==> src/hdl/dual_timer_map.svh <==
// register offset, field positions and reset value of the timer mode register
// assumes inclusion from the timer package and design files only
`ifndef DUAL_TIMER_MAP_SVH
`define DUAL_TIMER_MAP_SVH
`define TMR_MODE_SEL_ADDR   8'h89
`define TMR_MODE_SEL_RESET  8'h00
`define TMR_B_GATE_BIT      7
`define TMR_B_CNTSEL_BIT    6
`define TMR_B_MODE_HI       5
`define TMR_B_MODE_LO       4
`define TMR_A_GATE_BIT      3
`define TMR_A_CNTSEL_BIT    2
`define TMR_A_MODE_HI       1
`define TMR_A_MODE_LO       0
`define TMR_MODE13          2'h0
`define TMR_MODE16          2'h1
`define TMR_MODE8AR         2'h2
`define TMR_MODE_SPECIAL    2'h3
`endif

==> src/hdl/dual_timer_pkg.sv <==
// types shared by the timer mode block
// assumes the map header defines the numbers
package dual_timer_pkg;
    typedef logic [1:0] mode_t;
    typedef logic [7:0] byte_t;
endpackage : dual_timer_pkg

==> src/hdl/dual_timer_mode_control.sv <==
// mode control for two counter/timers: register, qualification, count enables
// assumes register strobes come from the core bus on clk; pins are async
// Functional notes
// - B ungated: runs whenever run bit set, except in mode 3 (inactive)
// - B gated: run and active irq B
// - B timer mode counts selected timebase
// - B counter mode counts pin falling edges
// - B mode: 13,16,8 reload, inactive
// - A ungated: runs whenever run bit set
// - A gated: run and active irq A
// - A mode: 13,16,8 reload, split 8
// - polarity bit picks irq active level
// - B overflow flag set, cleared sw/vector
`timescale 1ns/1ps
`include "dual_timer_map.svh"
module dual_timer_mode_control
    import dual_timer_pkg::*;
(
    input  wire logic clk,
    input  wire logic sys_rst,
    input  wire logic [7:0] regAddr,
    input  wire logic       regWrite,
    input  wire logic [7:0] regWdata,
    output byte_t           regRdata,
    input  wire logic tmr_a_run,
    input  wire logic tmr_b_run,
    input  wire logic ext_irq_a,
    input  wire logic ext_irq_b,
    input  wire logic ext_irq_a_polarity,
    input  wire logic ext_irq_b_polarity,
    input  wire logic tmrATick,
    input  wire logic tmrBTick,
    input  wire logic tmr_a_count_pin,
    input  wire logic tmr_b_count_pin,
    input  wire logic tmrBOverflow,
    input  wire logic tmrBFlagClear,
    input  wire logic tmrBVectored,
    output mode_t           tmr_a_mode_field,
    output mode_t           tmr_b_mode_field,
    output logic            tmrAIncr,
    output logic            tmrBIncr,
    output logic            tmrASplit,
    output logic            tmr_b_overflow_flag
);
    byte_t modeSel_q;
    logic  flagB_q;
    logic  pinALvl, pinAFall, pinBLvl, pinBFall;
    logic  irqALvl, irqBLvl;

    // index 0..3: count pin a, count pin b, irq a, irq b
    wire  [3:0] pinRaw = {ext_irq_b, ext_irq_a, tmr_b_count_pin, tmr_a_count_pin};
    logic [3:0] pinLvl;
    logic [3:0] pinFall;

    // all four pins pass the same synchroniser; edge pulses only used for counts
    genvar gi;
    generate
        for (gi = 0; gi < 4; gi = gi + 1)
        begin : g_pin_sync
            timer_edge_sync uSync
            (
                .clk       (clk),
                .sys_rst   (sys_rst),
                .pinIn     (pinRaw[gi]),
                .levelOut  (pinLvl[gi]),
                .fallPulse (pinFall[gi])
            );
        end
    endgenerate

    assign pinALvl  = pinLvl[0];
    assign pinAFall = pinFall[0];
    assign pinBLvl  = pinLvl[1];
    assign pinBFall = pinFall[1];
    assign irqALvl  = pinLvl[2];
    assign irqBLvl  = pinLvl[3];

    wire modeWr = regWrite && (regAddr == `TMR_MODE_SEL_ADDR);
    always_ff @(posedge clk or posedge sys_rst)
    begin
        if (sys_rst)
            modeSel_q <= `TMR_MODE_SEL_RESET;
        else if (modeWr)
            modeSel_q <= regWdata;
    end
    assign regRdata = modeSel_q;

    wire tmr_b_gate_enable  = modeSel_q[`TMR_B_GATE_BIT];
    wire tmr_b_count_select = modeSel_q[`TMR_B_CNTSEL_BIT];
    wire tmr_a_gate_enable  = modeSel_q[`TMR_A_GATE_BIT];
    wire tmr_a_count_select = modeSel_q[`TMR_A_CNTSEL_BIT];
    assign tmr_b_mode_field = modeSel_q[`TMR_B_MODE_HI:`TMR_B_MODE_LO];
    assign tmr_a_mode_field = modeSel_q[`TMR_A_MODE_HI:`TMR_A_MODE_LO];

    // polarity 1 means active high; same xnor form for both inputs
    wire irqAActive = ~(irqALvl ^ ext_irq_a_polarity);
    wire irqBActive = ~(irqBLvl ^ ext_irq_b_polarity);

    wire runA = tmr_a_run && (!tmr_a_gate_enable || irqAActive);
    wire runB = tmr_b_run && (!tmr_b_gate_enable || irqBActive)
              && (tmr_b_mode_field != `TMR_MODE_SPECIAL);

    wire srcA = tmr_a_count_select ? pinAFall : tmrATick;
    wire srcB = tmr_b_count_select ? pinBFall : tmrBTick;

    assign tmrAIncr  = runA && srcA;
    assign tmrBIncr  = runB && srcB;
    assign tmrASplit = (tmr_a_mode_field == `TMR_MODE_SPECIAL);

    // set wins over either clear so an overflow is never lost
    always_ff @(posedge clk or posedge sys_rst)
    begin
        if (sys_rst)
            flagB_q <= 1'b0;
        else if (tmrBOverflow)
            flagB_q <= 1'b1;
        else if (tmrBFlagClear || tmrBVectored)
            flagB_q <= 1'b0;
    end
    assign tmr_b_overflow_flag = flagB_q;

    // properties read the synchronised levels, so pin latency never trips them
    chk_b_ungated_run: assert property (@(posedge clk) disable iff (sys_rst)
        (!tmr_b_gate_enable && tmr_b_run && tmrBTick && !tmr_b_count_select
         && tmr_b_mode_field != `TMR_MODE_SPECIAL) |-> tmrBIncr)
        else $error("timer b ungated did not count");

    chk_b_run_off: assert property (@(posedge clk) disable iff (sys_rst)
        !tmr_b_run |-> !tmrBIncr)
        else $error("timer b counted while stopped");

    chk_b_gate_block: assert property (@(posedge clk) disable iff (sys_rst)
        (tmr_b_gate_enable && !irqBActive) |-> !tmrBIncr)
        else $error("timer b counted while gate inactive");

    chk_b_gate_pass: assert property (@(posedge clk) disable iff (sys_rst)
        (tmr_b_gate_enable && tmr_b_run && (irqBLvl == ext_irq_b_polarity) && tmrBTick
         && !tmr_b_count_select && tmr_b_mode_field != `TMR_MODE_SPECIAL) |-> tmrBIncr)
        else $error("timer b gated with active irq did not count");

    chk_b_timer_src: assert property (@(posedge clk) disable iff (sys_rst)
        (!tmr_b_count_select && !tmrBTick) |-> !tmrBIncr)
        else $error("timer b counted without tick");

    chk_b_pin_edge: assert property (@(posedge clk) disable iff (sys_rst)
        tmrBIncr && tmr_b_count_select |-> $fell(pinBLvl))
        else $error("timer b counter without falling edge");

    chk_b_pin_count: assert property (@(posedge clk) disable iff (sys_rst)
        (pinBFall && tmr_b_count_select && tmr_b_run && !tmr_b_gate_enable
         && tmr_b_mode_field != `TMR_MODE_SPECIAL) |-> tmrBIncr)
        else $error("timer b missed a pin falling edge");

    chk_b_mode_inactive: assert property (@(posedge clk) disable iff (sys_rst)
        (tmr_b_mode_field == `TMR_MODE_SPECIAL) |-> !tmrBIncr)
        else $error("timer b counted while inactive");

    chk_b_mode_field: assert property (@(posedge clk) disable iff (sys_rst)
        modeWr |=> (tmr_b_mode_field == $past(regWdata[`TMR_B_MODE_HI:`TMR_B_MODE_LO])))
        else $error("timer b mode field not taken from write");

    chk_a_ungated_run: assert property (@(posedge clk) disable iff (sys_rst)
        (!tmr_a_gate_enable && tmr_a_run && tmrATick && !tmr_a_count_select)
        |-> tmrAIncr)
        else $error("timer a ungated did not count");

    chk_a_run_off: assert property (@(posedge clk) disable iff (sys_rst)
        !tmr_a_run |-> !tmrAIncr)
        else $error("timer a counted while stopped");

    chk_a_gate_block: assert property (@(posedge clk) disable iff (sys_rst)
        (tmr_a_gate_enable && !irqAActive) |-> !tmrAIncr)
        else $error("timer a counted while gate inactive");

    chk_a_gate_pass: assert property (@(posedge clk) disable iff (sys_rst)
        (tmr_a_gate_enable && tmr_a_run && (irqALvl == ext_irq_a_polarity) && tmrATick
         && !tmr_a_count_select) |-> tmrAIncr)
        else $error("timer a gated with active irq did not count");

    chk_a_split_mode: assert property (@(posedge clk) disable iff (sys_rst)
        modeWr && regWdata[`TMR_A_MODE_HI:`TMR_A_MODE_LO] == `TMR_MODE_SPECIAL |=> tmrASplit)
        else $error("timer a split mode not selected");

    chk_a_mode_field: assert property (@(posedge clk) disable iff (sys_rst)
        modeWr |=> (tmr_a_mode_field == $past(regWdata[`TMR_A_MODE_HI:`TMR_A_MODE_LO])))
        else $error("timer a mode field not taken from write");

    chk_a_pin_edge: assert property (@(posedge clk) disable iff (sys_rst)
        tmrAIncr && tmr_a_count_select |-> $fell(pinALvl))
        else $error("timer a counter without falling edge");

    chk_a_timer_src: assert property (@(posedge clk) disable iff (sys_rst)
        (!tmr_a_count_select && !tmrATick) |-> !tmrAIncr)
        else $error("timer a counted without tick");

    chk_a_pin_count: assert property (@(posedge clk) disable iff (sys_rst)
        (pinAFall && tmr_a_count_select && tmr_a_run && !tmr_a_gate_enable) |-> tmrAIncr)
        else $error("timer a missed a pin falling edge");

    // a held-low pin must never give a second increment
    chk_b_one_pulse: assert property (@(posedge clk) disable iff (sys_rst)
        (tmrBIncr && tmr_b_count_select) |=> !(tmrBIncr && tmr_b_count_select))
        else $error("timer b counted one pin edge twice");

    chk_a_one_pulse: assert property (@(posedge clk) disable iff (sys_rst)
        (tmrAIncr && tmr_a_count_select) |=> !(tmrAIncr && tmr_a_count_select))
        else $error("timer a counted one pin edge twice");

    chk_irq_polarity: assert property (@(posedge clk) disable iff (sys_rst)
        (tmr_a_gate_enable && (irqALvl != ext_irq_a_polarity)) |-> !tmrAIncr)
        else $error("timer a counted with irq at inactive level");

    chk_b_flag_set: assert property (@(posedge clk) disable iff (sys_rst)
        tmrBOverflow |=> tmr_b_overflow_flag)
        else $error("timer b overflow flag not set");

    chk_b_flag_clr: assert property (@(posedge clk) disable iff (sys_rst)
        (tmrBVectored && !tmrBOverflow) |=> !tmr_b_overflow_flag)
        else $error("timer b overflow flag not cleared");

    chk_b_sw_clear: assert property (@(posedge clk) disable iff (sys_rst)
        (tmrBFlagClear && !tmrBOverflow) |=> !tmr_b_overflow_flag)
        else $error("timer b overflow flag not cleared by software");

    chk_b_flag_hold: assert property (@(posedge clk) disable iff (sys_rst)
        (!tmrBOverflow && !tmrBFlagClear && !tmrBVectored)
        |=> (tmr_b_overflow_flag == $past(tmr_b_overflow_flag)))
        else $error("timer b overflow flag changed without cause");
endmodule : dual_timer_mode_control

==> src/hdl/timer_edge_sync.sv <==
// two-stage synchroniser with falling-edge pulse for one external pin
// assumes pin is asynchronous to clk
`timescale 1ns/1ps
module timer_edge_sync
(
    input  wire logic clk,
    input  wire logic sys_rst,
    input  wire logic pinIn,
    output logic      levelOut,
    output logic      fallPulse
);
    logic meta_q;
    logic sync_q;
    logic prev_q;
    always_ff @(posedge clk or posedge sys_rst)
    begin
        if (sys_rst)
        begin
            meta_q <= 1'b1;
            sync_q <= 1'b1;
            prev_q <= 1'b1;
        end
        else
        begin
            meta_q <= pinIn;
            sync_q <= meta_q;
            prev_q <= sync_q;
        end
    end
    assign levelOut  = sync_q;
    assign fallPulse = prev_q & ~sync_q;
endmodule : timer_edge_sync

==> config.mk <==
export PLATFORM = sky130hd
export DESIGN_NAME = dual_timer_mode_control
export DESIGN_NICKNAME = d
export VERILOG_FILES = /design/src/hdl/dual_timer_pkg.sv /design/src/hdl/dual_timer_mode_control.sv /design/src/hdl/timer_edge_sync.sv
export VERILOG_INCLUDE_DIRS = /design/src /design/src/hdl
export SDC_FILE = /design/constraint.sdc
export NUM_CORES = 1
export LEC_CHECK = 0
export BUFFER_PORTS_ARGS = -buffer_cell sky130_fd_sc_hd__buf_4
export CAP_MARGIN = 10
export CORE_AREA = 2 2 46 48
export CTS_BUF_LIST = sky130_fd_sc_hd__clkbuf_4 sky130_fd_sc_hd__clkbuf_8
export CTS_CLUSTER_DIAMETER = 60
export CTS_CLUSTER_SIZE = 25
export DETAILED_ROUTE_END_ITERATION = 8
export DIE_AREA = 0 0 48 50
export HOLD_SLACK_MARGIN = 0.15
export PLACE_DENSITY = 0.76
export SYNTH_ARGS = -nofsm -noshare
export SYNTH_HDL_FRONTEND = slang
export SYNTH_SLANG_ARGS = --single-unit
==> constraint.sdc <==
create_clock -name clk -period 1.4 [get_ports clk]
set_clock_uncertainty 0.1 [all_clocks]
set_input_delay 0.28 -clock clk [delete_from_list [all_inputs] [get_ports clk]]
set_output_delay 0.28 -clock clk [all_outputs]
set_load 0.005 [all_outputs]
==> key figures, run 1 <==
Worst setup path
  – Worst EP required: 1.02 ns
  – CP max FO: 1
  – Setup crit end kind: primary output
  – Critical-path top delay cell: dfstp_2
  – Critical-path cell list: nand2b_1 > a221oi_2 > and3_1 > buf_4
  – CP Launch Type: flip-flop
  – CP arrival: roughly 1.4 ns
  – Slowest stage delay, CP: between 0.5 and 0.6 ns
  – Kind of critical path: reg2out

Clock tree
  – Clk slew on worst S/H paths: 0.10 ns
  – Worst skew pair latency: 0.28 ns
  – Root buffer cell: clkbuf_4
  – H-tree levels: 1
  – CTS tree: built
  – Clock sinks: 19
  – Clock Tree Buf Depth: 2
  – Total CTS buffers: 3

Placement
  – GPL Wtd Cong: roughly 0.67
  – IO buf count: 47
  – Dpl ws: -0.143 ns
  – Placed Area: ~1100 sq um

Finish
  – Final #Nets: ~150
  – Post-layout util: 0.689
  – Layout cells sized above 1: 0.679
  – Ant diodes: 0
  – Most frequent cells in the layout: buf_4, dlygate4sd3_1, dfstp_2
  – Commonest non-fill, non-tap cell in the layout: buf_4
  – Area growth from synthesis to layout: 75.1%
  – Finished Cell Area: 1310 sq um

Global routing
  – Grt total ovfl: 0
  – Antenna violations before repair: 0
  – First-pass GRT wire length: 2.60 mm
  – Vias in the first global route: a little under 700
  – All-Layer GR Usage: 0.153
  – Largest net degree at the start of global routing: 20

Run
  – # Max-Cap Violations: 0

Run status
  – Failing checks: setup timing
  – Run status: finished, violations left

Logic synthesis
  – Synth unique cells: 17
  – Top cell type's share of synthesized area: 0.351
  – Most used flip-flop cell after synthesis: dfstp_2
  – Syn nets: 80
  – Register area share after synthesis: 0.652
  – Post-synth EDFFs: 0
  – Post-Synthesis Cells: 48
  – Average cell area after synthesis: around 16 sq um
  – Seq cells post-synth: 19
  – Ys async rst share: 1.00
  – Yosys warns: 0
  – Cell taking the most area after synthesis: dfstp_2
  – Area of the mapped netlist: around 750 sq um
  – Synth top area cells: dfstp_2, dfrtp_1, mux2_2

Floorplan
  – DIE WIDTH: about 48 um
  – Starting Density: 0.393
  – Full die area: 2400 sq um
  – Placeable core area: around 1900 sq um
  – Height of the die: 50 um
  – # rows: 16
  – # IOs: between 40 and 50

Route
  – WL final: about 1.6 mm
  – Vias: between 600 and 700
  – First drt pass iteration count: 1
  – Post-DR vias/cell: approximately 4.4
  – Remaining DRCs: 0
  – DRC marker count from the first detailed-route iteration: 0
  – WL per Instance: 11.8 um
  – Antenna Violating Nets Remaining: 0

Pwr
  – Final Power: about 1.1 mW
  – Peak supply drop: around 0.00067 V
  – Pwr dens: slightly above 800 nW/um^2
  – Lkg Pwr: between 0.6 and 0.7 nW

Timing
  – Endpoints failing setup: 2
  – Least-Margin Pin Slew: ~0.25 ns
  – Setup TNS: -0.627 ns
  – Worst rel slew slack: 0.835
  – Slew Viols, Final: 0
  – RSZ-0062 raised after global routing: true
  – Max Fclk: 568 MHz
  – Setup ws final: -0.361 ns
  – Clock period minus worst slack: 1.76 ns
  – Final Hold Viols: 0
  – Period utilisation layout: 1.26

Hold path
  – Hold crit path type: in2reg
Yosys cell counts, types with 2 or more instances:
cell type and instances:
dfstp_2 10, dfrtp_1 9, mux2_2 8, buf_4 4
a221oi_1 2, nand2b_1 2, nor2_1 2, xor2_1 2
cell families (layout without fill, tap and decap cells):
kind of cell | count (synthesis) | count (layout) | synth area share
AOI/OAI and AO/OA | 4 | 4 | 0.0401
and+or+nand+nor | 10 | 10 | 0.119
DFF | 19 | 19 | 0.652
buffers and inverters | 5 | 69 | 0.0451
xor gates and xnor gates | 2 | 2 | 0.0234
muxes | 8 | 8 | 0.120
worst paths after layout:
check                                            from                      endpoint  slack (ns)  cells after the start
setup reg to reg                          regRdata[4]                   regRdata[4]        0.40                      2
hold / removal                          tmrBFlagClear           tmr_b_overflow_flag        0.19                      3
hold reg to reg            g_pin_sync[2].uSync.meta_q  g_pin_sync[2].uSync.levelOut        0.26                      0
setup / recovery           g_pin_sync[1].uSync.prev_q                      tmrBIncr       -0.36                      4
max in group asynchronous                     sys_rst    g_pin_sync[0].uSync.prev_q        0.48                      4
min in group asynchronous                     sys_rst                   regRdata[4]        0.46                      4
layer usage:
| layer | up-vias | routed length (um) | GRT usage |
|---|---|---|---|
| met4 | 0 | 0 | 0.0270 |
| met5 | - | 0 | 0 |
| li1 | 291 | - | - |
| met2 | 35 | 969 | 0.309 |
| met3 | 0 | 143 | 0.0256 |
| met1 | 291 | 522 | 0.147 |
critical path, delay by kind of cell (launching register included):
kind	cells	cell delay (ns)
compound gates	1	0.22
flops	1	0.53
simple gates	2	0.25
buf+inv	1	0.10
through the flow:
stage | hold slack (ns) | instances
after floorplan | 0.124 | 48
after global placement | 0.213 | 121
after detailed placement | 0.218 | 121
after CTS | 0.185 | 139
after global routing | 0.189 | 139
final | 0.193 | 139
repair_timing:
action	CTS	global route
hold buffers	14	0
gates cloned	0	0
setup buffers	0	0
pin swaps	3	1
gates resized for setup	1	2
endpoints found under the hold margin	32	0
endpoints found under the setup margin	2	3
area by class of cell:
cell class / instances / area (sq um)
clock buffers: 4 / 30.0
flip-flops and latches: 19 / 488
well taps: 27 / 33.8
multi-input cells: 24 / 235
inverters: 1 / 3.75
repair buffers: 64 / 519
fillers: 147 / 592
power breakdown:
part / internal [mW] / switching (mW) / total [mW]
Clock: 0.130 / 0.149 / 0.279
Sequential: 0.588 / 0.0157 / 0.603
Combinational: 0.130 / 0.0555 / 0.186
registers in the layout (all words and copies together), names as in the netlist:
register                   cells
regRdata                       8
g_pin_sync.uSync.levelOut      4
g_pin_sync.uSync.meta_q        4
g_pin_sync.uSync.prev_q        2
tmr_b_overflow_flag            1
(Power assumes the default switching activity.)
==> run 2, diff against run 1 <==
--- a/config.mk
+++ b/config.mk
@@ -8,14 +8,14 @@
 export LEC_CHECK = 0
 export BUFFER_PORTS_ARGS = -buffer_cell sky130_fd_sc_hd__buf_4
 export CAP_MARGIN = 10
-export CORE_AREA = 2 2 46 48
+export CORE_AREA = 2 2 44 46
 export CTS_BUF_LIST = sky130_fd_sc_hd__clkbuf_4 sky130_fd_sc_hd__clkbuf_8
 export CTS_CLUSTER_DIAMETER = 60
 export CTS_CLUSTER_SIZE = 25
 export DETAILED_ROUTE_END_ITERATION = 8
-export DIE_AREA = 0 0 48 50
+export DIE_AREA = 0 0 46 48
 export HOLD_SLACK_MARGIN = 0.15
-export PLACE_DENSITY = 0.76
+export PLACE_DENSITY = 0.82
 export SYNTH_ARGS = -nofsm -noshare
 export SYNTH_HDL_FRONTEND = slang
 export SYNTH_SLANG_ARGS = --single-unit
==> constraint.sdc (replaced) <==
create_clock -name clk -period 2.1 [get_ports clk]
set_clock_uncertainty 0.1 [all_clocks]
set_input_delay 0.42 -clock clk [delete_from_list [all_inputs] [get_ports clk]]
set_output_delay 0.42 -clock clk [all_outputs]
set_load 0.005 [all_outputs]
==> key figures, run 2 (same netlist as run 1, synthesis figures left out) <==
Pwr
  – Sw Ratio: 0.209 (was 0.206)
  – Pwr dens: 594 nW/um^2 (was 815 nW/um^2)
  – Reg power frac: 0.578 (was 0.565)
  – Psw: 0.146 mW (was 0.220 mW)
  – Comb power frac: 0.148 (was 0.174)
  – Lkg Pwr: 0.603 nW (was 0.662 nW)
  – Clock power share: 0.274 (was 0.261)
  – Internal power: 0.551 mW (was 0.848 mW)
  – Peak supply drop: 0.000491 V (was 0.000674 V)
  – Final Power: 0.697 mW (was 1.07 mW)

Global routing
  – Vias in the first global route: 550 (was 677)
  – All-Layer GR Usage: 0.144 (was 0.153)
  – First-pass GRT wire length: 2.14 mm (was 2.60 mm)
  – Grt total ovfl: 0 (unchanged)
  – Largest net degree at the start of global routing: 20 (unchanged)
  – Antenna violations before repair: 0 (unchanged)

Worst setup path
  – Setup crit end kind: primary output (unchanged)
  – Crit path launch: g_pin_sync[1].uSync.prev_q (unchanged)
  – CP max FO: 1 (unchanged)
  – CP arrival: 1.43 ns (was 1.38 ns)
  – CP Buf/Inv Count: 1 (unchanged)
  – Kind of critical path: reg2out (unchanged)
  – CP Launch Type: flip-flop (unchanged)
  – CP delay by family, top: flip-flops (unchanged)
  – Slowest stage delay, CP: 0.53 ns (about the same)
  – Reg2Reg Depth: 1 (was 2)
  – R2R Setup Slk: 1.20 ns (was 0.40 ns)
  – Critical-path top delay cell: dfstp_2 (unchanged)
  – RR Startpoint: regRdata[6] (was regRdata[4])
  – Critical-path cell list: nand2b_1 > a221oi_1 > and3_1 > buf_4 (was nand2b_1 > a221oi_2 > and3_1 > buf_4)
  – Reg2reg end: regRdata[6] (was regRdata[4])
  – Worst EP required: 1.58 ns (was 1.02 ns)

Hold path
  – Hold Path End: tmr_b_overflow_flag (unchanged)
  – Hold Startpoint: tmrBOverflow (was tmrBFlagClear)
  – Hold crit path type: in2reg (unchanged)
  – Hold depth: 2 (was 3)

Timing
  – Clock period minus worst slack: about 1.9 ns
  – Final Hold Viols: 0 (unchanged)
  – Period utilisation layout: 0.928
  – Max Fclk: 513 MHz
  – Hold WS: 0.203 ns (was 0.193 ns)
  – Endpoints failing setup: 0 (was 2)
  – Setup TNS: 0 ns (was -0.627 ns)
  – Least-Margin Pin Slew: 0.675 ns (was 0.246 ns)
  – Slew Viols, Final: 0 (unchanged)
  – RSZ-0062 raised after global routing: false (was true)
  – Worst rel slew slack: 0.549 (was 0.835)

Clock tree
  – CTS tree: built (unchanged)
  – Total CTS buffers: 3 (unchanged)
  – Clock sinks: 19 (unchanged)
  – Root buffer cell: clkbuf_4 (unchanged)
  – Worst skew pair latency: 0.29 ns (was 0.28 ns)
  – Clock Tree Buf Depth: 2 (unchanged)
  – Setup Fix Bufs, Post-CTS: 0 (unchanged)
  – Post-cts resize count: 0 (was 1)
  – Clk slew on worst S/H paths: 0.10 ns (about the same)
  – H-tree levels: 1 (unchanged)

Placement
  – DP Wirelength: between 1 and 1.5 mm
  – Placed Area: 1090 sq um (was 1130 sq um)
  – IO buf count: 47 (unchanged)
  – GPL Wtd Cong: 0.671 (was 0.672)

Route
  – DRC marker count from the first detailed-route iteration: 0 (unchanged)
  – WL final: 1.50 mm (was 1.64 mm)
  – Vias: 562 (was 617)
  – Antenna Violating Nets Remaining: 0 (unchanged)
  – First drt pass iteration count: 1 (unchanged)
  – Post-DR vias/cell: 4.80 (was 4.44)
  – Remaining DRCs: 0 (unchanged)
  – WL per Instance: 12.8 um (was 11.8 um)

Floorplan
  – # rows: 15 (was 16)
  – Full die area: 2210 sq um (was 2400 sq um)
  – Placeable core area: 1690 sq um (was 1900 sq um)
  – DIE WIDTH: 46 um (was 48 um)
  – # IOs: 48 (unchanged)
  – Height of the die: 48 um (was 50 um)
  – Starting Density: 0.443 (was 0.393)

Finish
  – Final #Nets: 133 (was 145)
  – Most frequent cells in the layout: buf_4, dfstp_2, dfrtp_1 (was buf_4, dlygate4sd3_1, dfstp_2)
  – Area growth from synthesis to layout: 56.7% (was 75.1%)
  – Max reg flops: 8 (unchanged)
  – Ant diodes: 0 (unchanged)
  – Commonest non-fill, non-tap cell in the layout: buf_4 (unchanged)
  – Layout cells sized above 1: 0.710 (was 0.679)
  – Finished Cell Area: 1170 sq um (was 1310 sq um)

Run status
  – Run status: completed (was finished, violations left)

Run
  – # Max-Cap Violations: 0 (unchanged)
-- run 2: metrics by stage --
| stage | utilization | setup WS [ns] | cells |
|---|---|---|---|
| floorplan | - | 0.623 | 48 |
| global placement | 0.647 | 0.467 | 108 |
| detailed placement | 0.647 | 0.442 | 108 |
| CTS | 0.694 | 0.101 | 117 |
| global route | 0.694 | 0.00835 | 117 |
| finish | 0.694 | 0.152 | 117 |
-- run 2: what timing repair did --
| item | 4_1_cts | 5_1_grt |
|---|---|---|
| setup endpoints to repair | 0 | 0 |
| hold buffers | 5 | 0 |
| hold endpoints to repair | 13 | 0 |
-- run 2: power groups by stage --
stage	Clock (mW)	Sequential, mW	Combinational (mW)
after detailed placement	0	0.410	0.0978
after floorplan	0	0.408	0.0301
after global placement	0	0.408	0.0951
final	0.191	0.403	0.103
after global routing	0.214	0.405	0.114
after CTS	0.199	0.403	0.105
-- run 2: layer usage --
layer	routed length, um	vias to the layer above	GRT usage	share of wire
li1	-	267	-	-
met1	484	265	0.142	0.32
met2	891	30	0.278	0.60
met3	119	0	0.0264	0.080
met4	0	0	0.0857	0
met5	0	-	0	0
-- run 2: worst max-delay path by stage --
| stage | slack [ns] | to | cells past startpoint |
|---|---|---|---|
| after floorplan | 0.62 | tmrBIncr | 3 |
| after global placement | 0.47 | tmrBIncr | 4 |
| after detailed placement | 0.44 | tmrBIncr | 4 |
| after CTS | 0.10 | tmrBIncr | 4 |
| after global routing | 0.008 | tmrBIncr | 4 |
| final | 0.15 | tmrBIncr | 4 |
-- run 2: layout make-up --
class,count,area [sq um]
multi-input combinational,24,226
fill,130,517
sequential,19,488
clock buffer,4,30.0
tap,17,21.3
timing repair buffer,52,403
inverter,1,3.75
==> run 3, diff against run 2 <==
--- a/config.mk
+++ b/config.mk
@@ -8,14 +8,15 @@
 export LEC_CHECK = 0
 export BUFFER_PORTS_ARGS = -buffer_cell sky130_fd_sc_hd__buf_4
 export CAP_MARGIN = 10
-export CORE_AREA = 2 2 44 46
+export CORE_AREA = 8 8 50 52
 export CTS_BUF_LIST = sky130_fd_sc_hd__clkbuf_4 sky130_fd_sc_hd__clkbuf_8
 export CTS_CLUSTER_DIAMETER = 60
 export CTS_CLUSTER_SIZE = 25
 export DETAILED_ROUTE_END_ITERATION = 8
-export DIE_AREA = 0 0 46 48
+export DIE_AREA = 0 0 58 60
 export HOLD_SLACK_MARGIN = 0.15
-export PLACE_DENSITY = 0.82
+export MAX_ROUTING_LAYER = met4
+export PLACE_DENSITY = 0.84
 export SYNTH_ARGS = -nofsm -noshare
 export SYNTH_HDL_FRONTEND = slang
 export SYNTH_SLANG_ARGS = --single-unit
==> key figures, run 3 (same netlist as run 1, synthesis figures left out) <==
Route
  – Remaining DRCs: 0 (unchanged)
  – WL per Instance: 15.3 um (was 12.8 um)
  – Met3 routed WL: 265 um (was 119 um)
  – M1 wire length: 678 um (was 484 um)
  – Antenna Violating Nets Remaining: 0 (unchanged)
  – WL final: 1.81 mm (was 1.50 mm)
  – Max layer used: met3 (unchanged)
  – Metal2 WL: 860 um (was 891 um)
  – Post-DR vias/cell: 4.85 (was 4.80)
  – DRC marker count from the first detailed-route iteration: 11 (was 0)
  – Vias: 572 (was 562)
  – First drt pass iteration count: 2 (was 1)

Floorplan
  – DIE WIDTH: 58 um (was 46 um)
  – Starting Density: 0.415 (was 0.443)
  – Full die area: 3480 sq um (was 2210 sq um)
  – # rows: 16 (was 15)
  – # IOs: 48 (unchanged)
  – Height of the die: 60 um (was 48 um)
  – Placeable core area: 1800 sq um (was 1690 sq um)

Pwr
  – Lkg Pwr: 0.603 nW (unchanged)
  – Final Power: 0.694 mW (was 0.697 mW)
  – Peak supply drop: 0.000455 V (was 0.000491 V)
  – Sw Ratio: 0.207 (was 0.209)
  – Psw: 0.144 mW (was 0.146 mW)
  – Comb power frac: 0.151 (was 0.148)
  – Reg power frac: 0.581 (was 0.578)
  – Pwr dens: 591 nW/um^2 (was 594 nW/um^2)
  – Internal power: 0.551 mW (about the same)
  – Clock power share: 0.268 (was 0.274)

Global routing
  – Antenna violations before repair: 0 (unchanged)
  – All-Layer GR Usage: 0.114 (was 0.144)
  – Grt total ovfl: 0 (unchanged)
  – First-pass GRT wire length: 2.93 mm (was 2.14 mm)
  – Largest net degree at the start of global routing: 20 (unchanged)
  – Vias in the first global route: 636 (was 550)

Timing
  – Slew Viols, Final: 0 (unchanged)
  – Final Hold Viols: 0 (unchanged)
  – RSZ-0062 raised after global routing: false (unchanged)
  – Worst rel slew slack: 0.550 (was 0.549)
  – Period utilisation layout: 0.919 (was 0.928)
  – Clock period minus worst slack: 1.93 ns (was 1.95 ns)
  – Setup TNS: 0 ns (unchanged)
  – Hold WS: 0.212 ns (was 0.203 ns)
  – Max Fclk: 518 MHz (was 513 MHz)
  – Least-Margin Pin Slew: 0.675 ns (about the same)
  – Endpoints failing setup: 0 (unchanged)

Worst setup path
  – Critical-path cell list: nand2b_1 > a221oi_1 > and3_1 > buf_4 (unchanged)
  – CP max FO: 1 (unchanged)
  – Setup crit end kind: primary output (unchanged)
  – CP Buf/Inv Count: 1 (unchanged)
  – Worst EP required: 1.58 ns (about the same)
  – CP arrival: 1.41 ns (was 1.43 ns)
  – Kind of critical path: reg2out (unchanged)
  – CP delay by family, top: flip-flops (unchanged)
  – Critical-path top delay cell: dfstp_2 (unchanged)
  – Slowest stage delay, CP: 0.53 ns (about the same)
  – CP Launch Type: flip-flop (unchanged)

Finish
  – Max reg flops: 8 (unchanged)
  – Final #Nets: 133 (unchanged)
  – Commonest non-fill, non-tap cell in the layout: buf_4 (unchanged)
  – Layout cells sized above 1: 0.710 (unchanged)
  – Most frequent cells in the layout: buf_4, dfstp_2, dfrtp_1 (unchanged)
  – Ant diodes: 0 (unchanged)
  – Area growth from synthesis to layout: 56.9% (was 56.7%)

Clock tree
  – H-tree levels: 1 (unchanged)
  – CTS tree: built (unchanged)
  – Clock Tree Buf Depth: 2 (unchanged)
  – Post-cts resize count: 0 (unchanged)
  – Root buffer cell: clkbuf_4 (unchanged)
  – Total CTS buffers: 3 (unchanged)
  – Worst skew pair latency: 0.28 ns (was 0.29 ns)
  – Clk slew on worst S/H paths: 0.10 ns (about the same)
  – Clock sinks: 19 (unchanged)

Placement
  – IO buf count: 47 (unchanged)
  – DP Wirelength: 1.51 mm (was 1.19 mm)
  – GPL Wtd Cong: 0.677 (was 0.671)

Run status
  – Run status: completed (unchanged)

Hold path
  – Hold crit path type: in2reg (unchanged)

Run
  – # Max-Cap Violations: 0 (unchanged)
-- run 3: cell counts in the layout (fill, tap and decap cells not counted) --
Identical to the previous run, type by type.
-- run 3: what timing repair did --
item                                   4_1_cts  5_1_grt
hold buffers                                 5        0
setup buffers                                0        0
endpoints found under the hold margin       13        0
-- run 3: path summary, 6_finish.rpt --
kind | from | slack [ns] | cells past startpoint | end
setup / recovery | g_pin_sync[1].uSync.prev_q | 0.17 | 4 | tmrBIncr
hold / removal | tmrBOverflow | 0.21 | 2 | tmr_b_overflow_flag
setup reg to reg | regRdata[3] | 1.20 | 1 | regRdata[3]
hold reg to reg | g_pin_sync[1].uSync.meta_q | 0.26 | 0 | g_pin_sync[1].uSync.levelOut
max in group asynchronous | sys_rst | 0.79 | 3 | regRdata[4]
min in group asynchronous | sys_rst | 0.68 | 3 | regRdata[1]
-- run 3: area by class of cell --
type | instances | area (sq um)
clock buffers | 4 | 30.0
fillers | 144 | 628
inverters | 1 | 3.75
multi-input cells | 24 | 226
flip-flops and latches | 19 | 488
well taps | 18 | 22.5
repair buffers | 52 | 403
-- run 3: through the flow --
stage / worst slack, ns / instance area (sq um) / utilization / std cells
floorplan: 0.623 / 748 / - / 48
detailed placement: 0.448 / 1090 / 0.607 / 109
global placement: 0.465 / 1090 / 0.607 / 109
global route: 0.0147 / 1170 / 0.651 / 118
finish: 0.170 / 1170 / 0.651 / 118
CTS: 0.138 / 1170 / 0.651 / 118
-- run 3: power groups by stage --
stage	combinational [mW]	clock (mW)	sequential [mW]
after global routing	0.115	0.214	0.406
after floorplan	0.0301	0	0.408
final	0.105	0.186	0.403
after detailed placement	0.0995	0	0.410
after global placement	0.0961	0	0.408
after CTS	0.107	0.195	0.403
-- run 3: routing by layer --
metal | global-route usage | vias to the layer above
met5 | - | -
met4 | 0.0315 | 0
met3 | 0.0688 | 0
met2 | 0.188 | 39
met1 | 0.111 | 266
li1 | - | 267
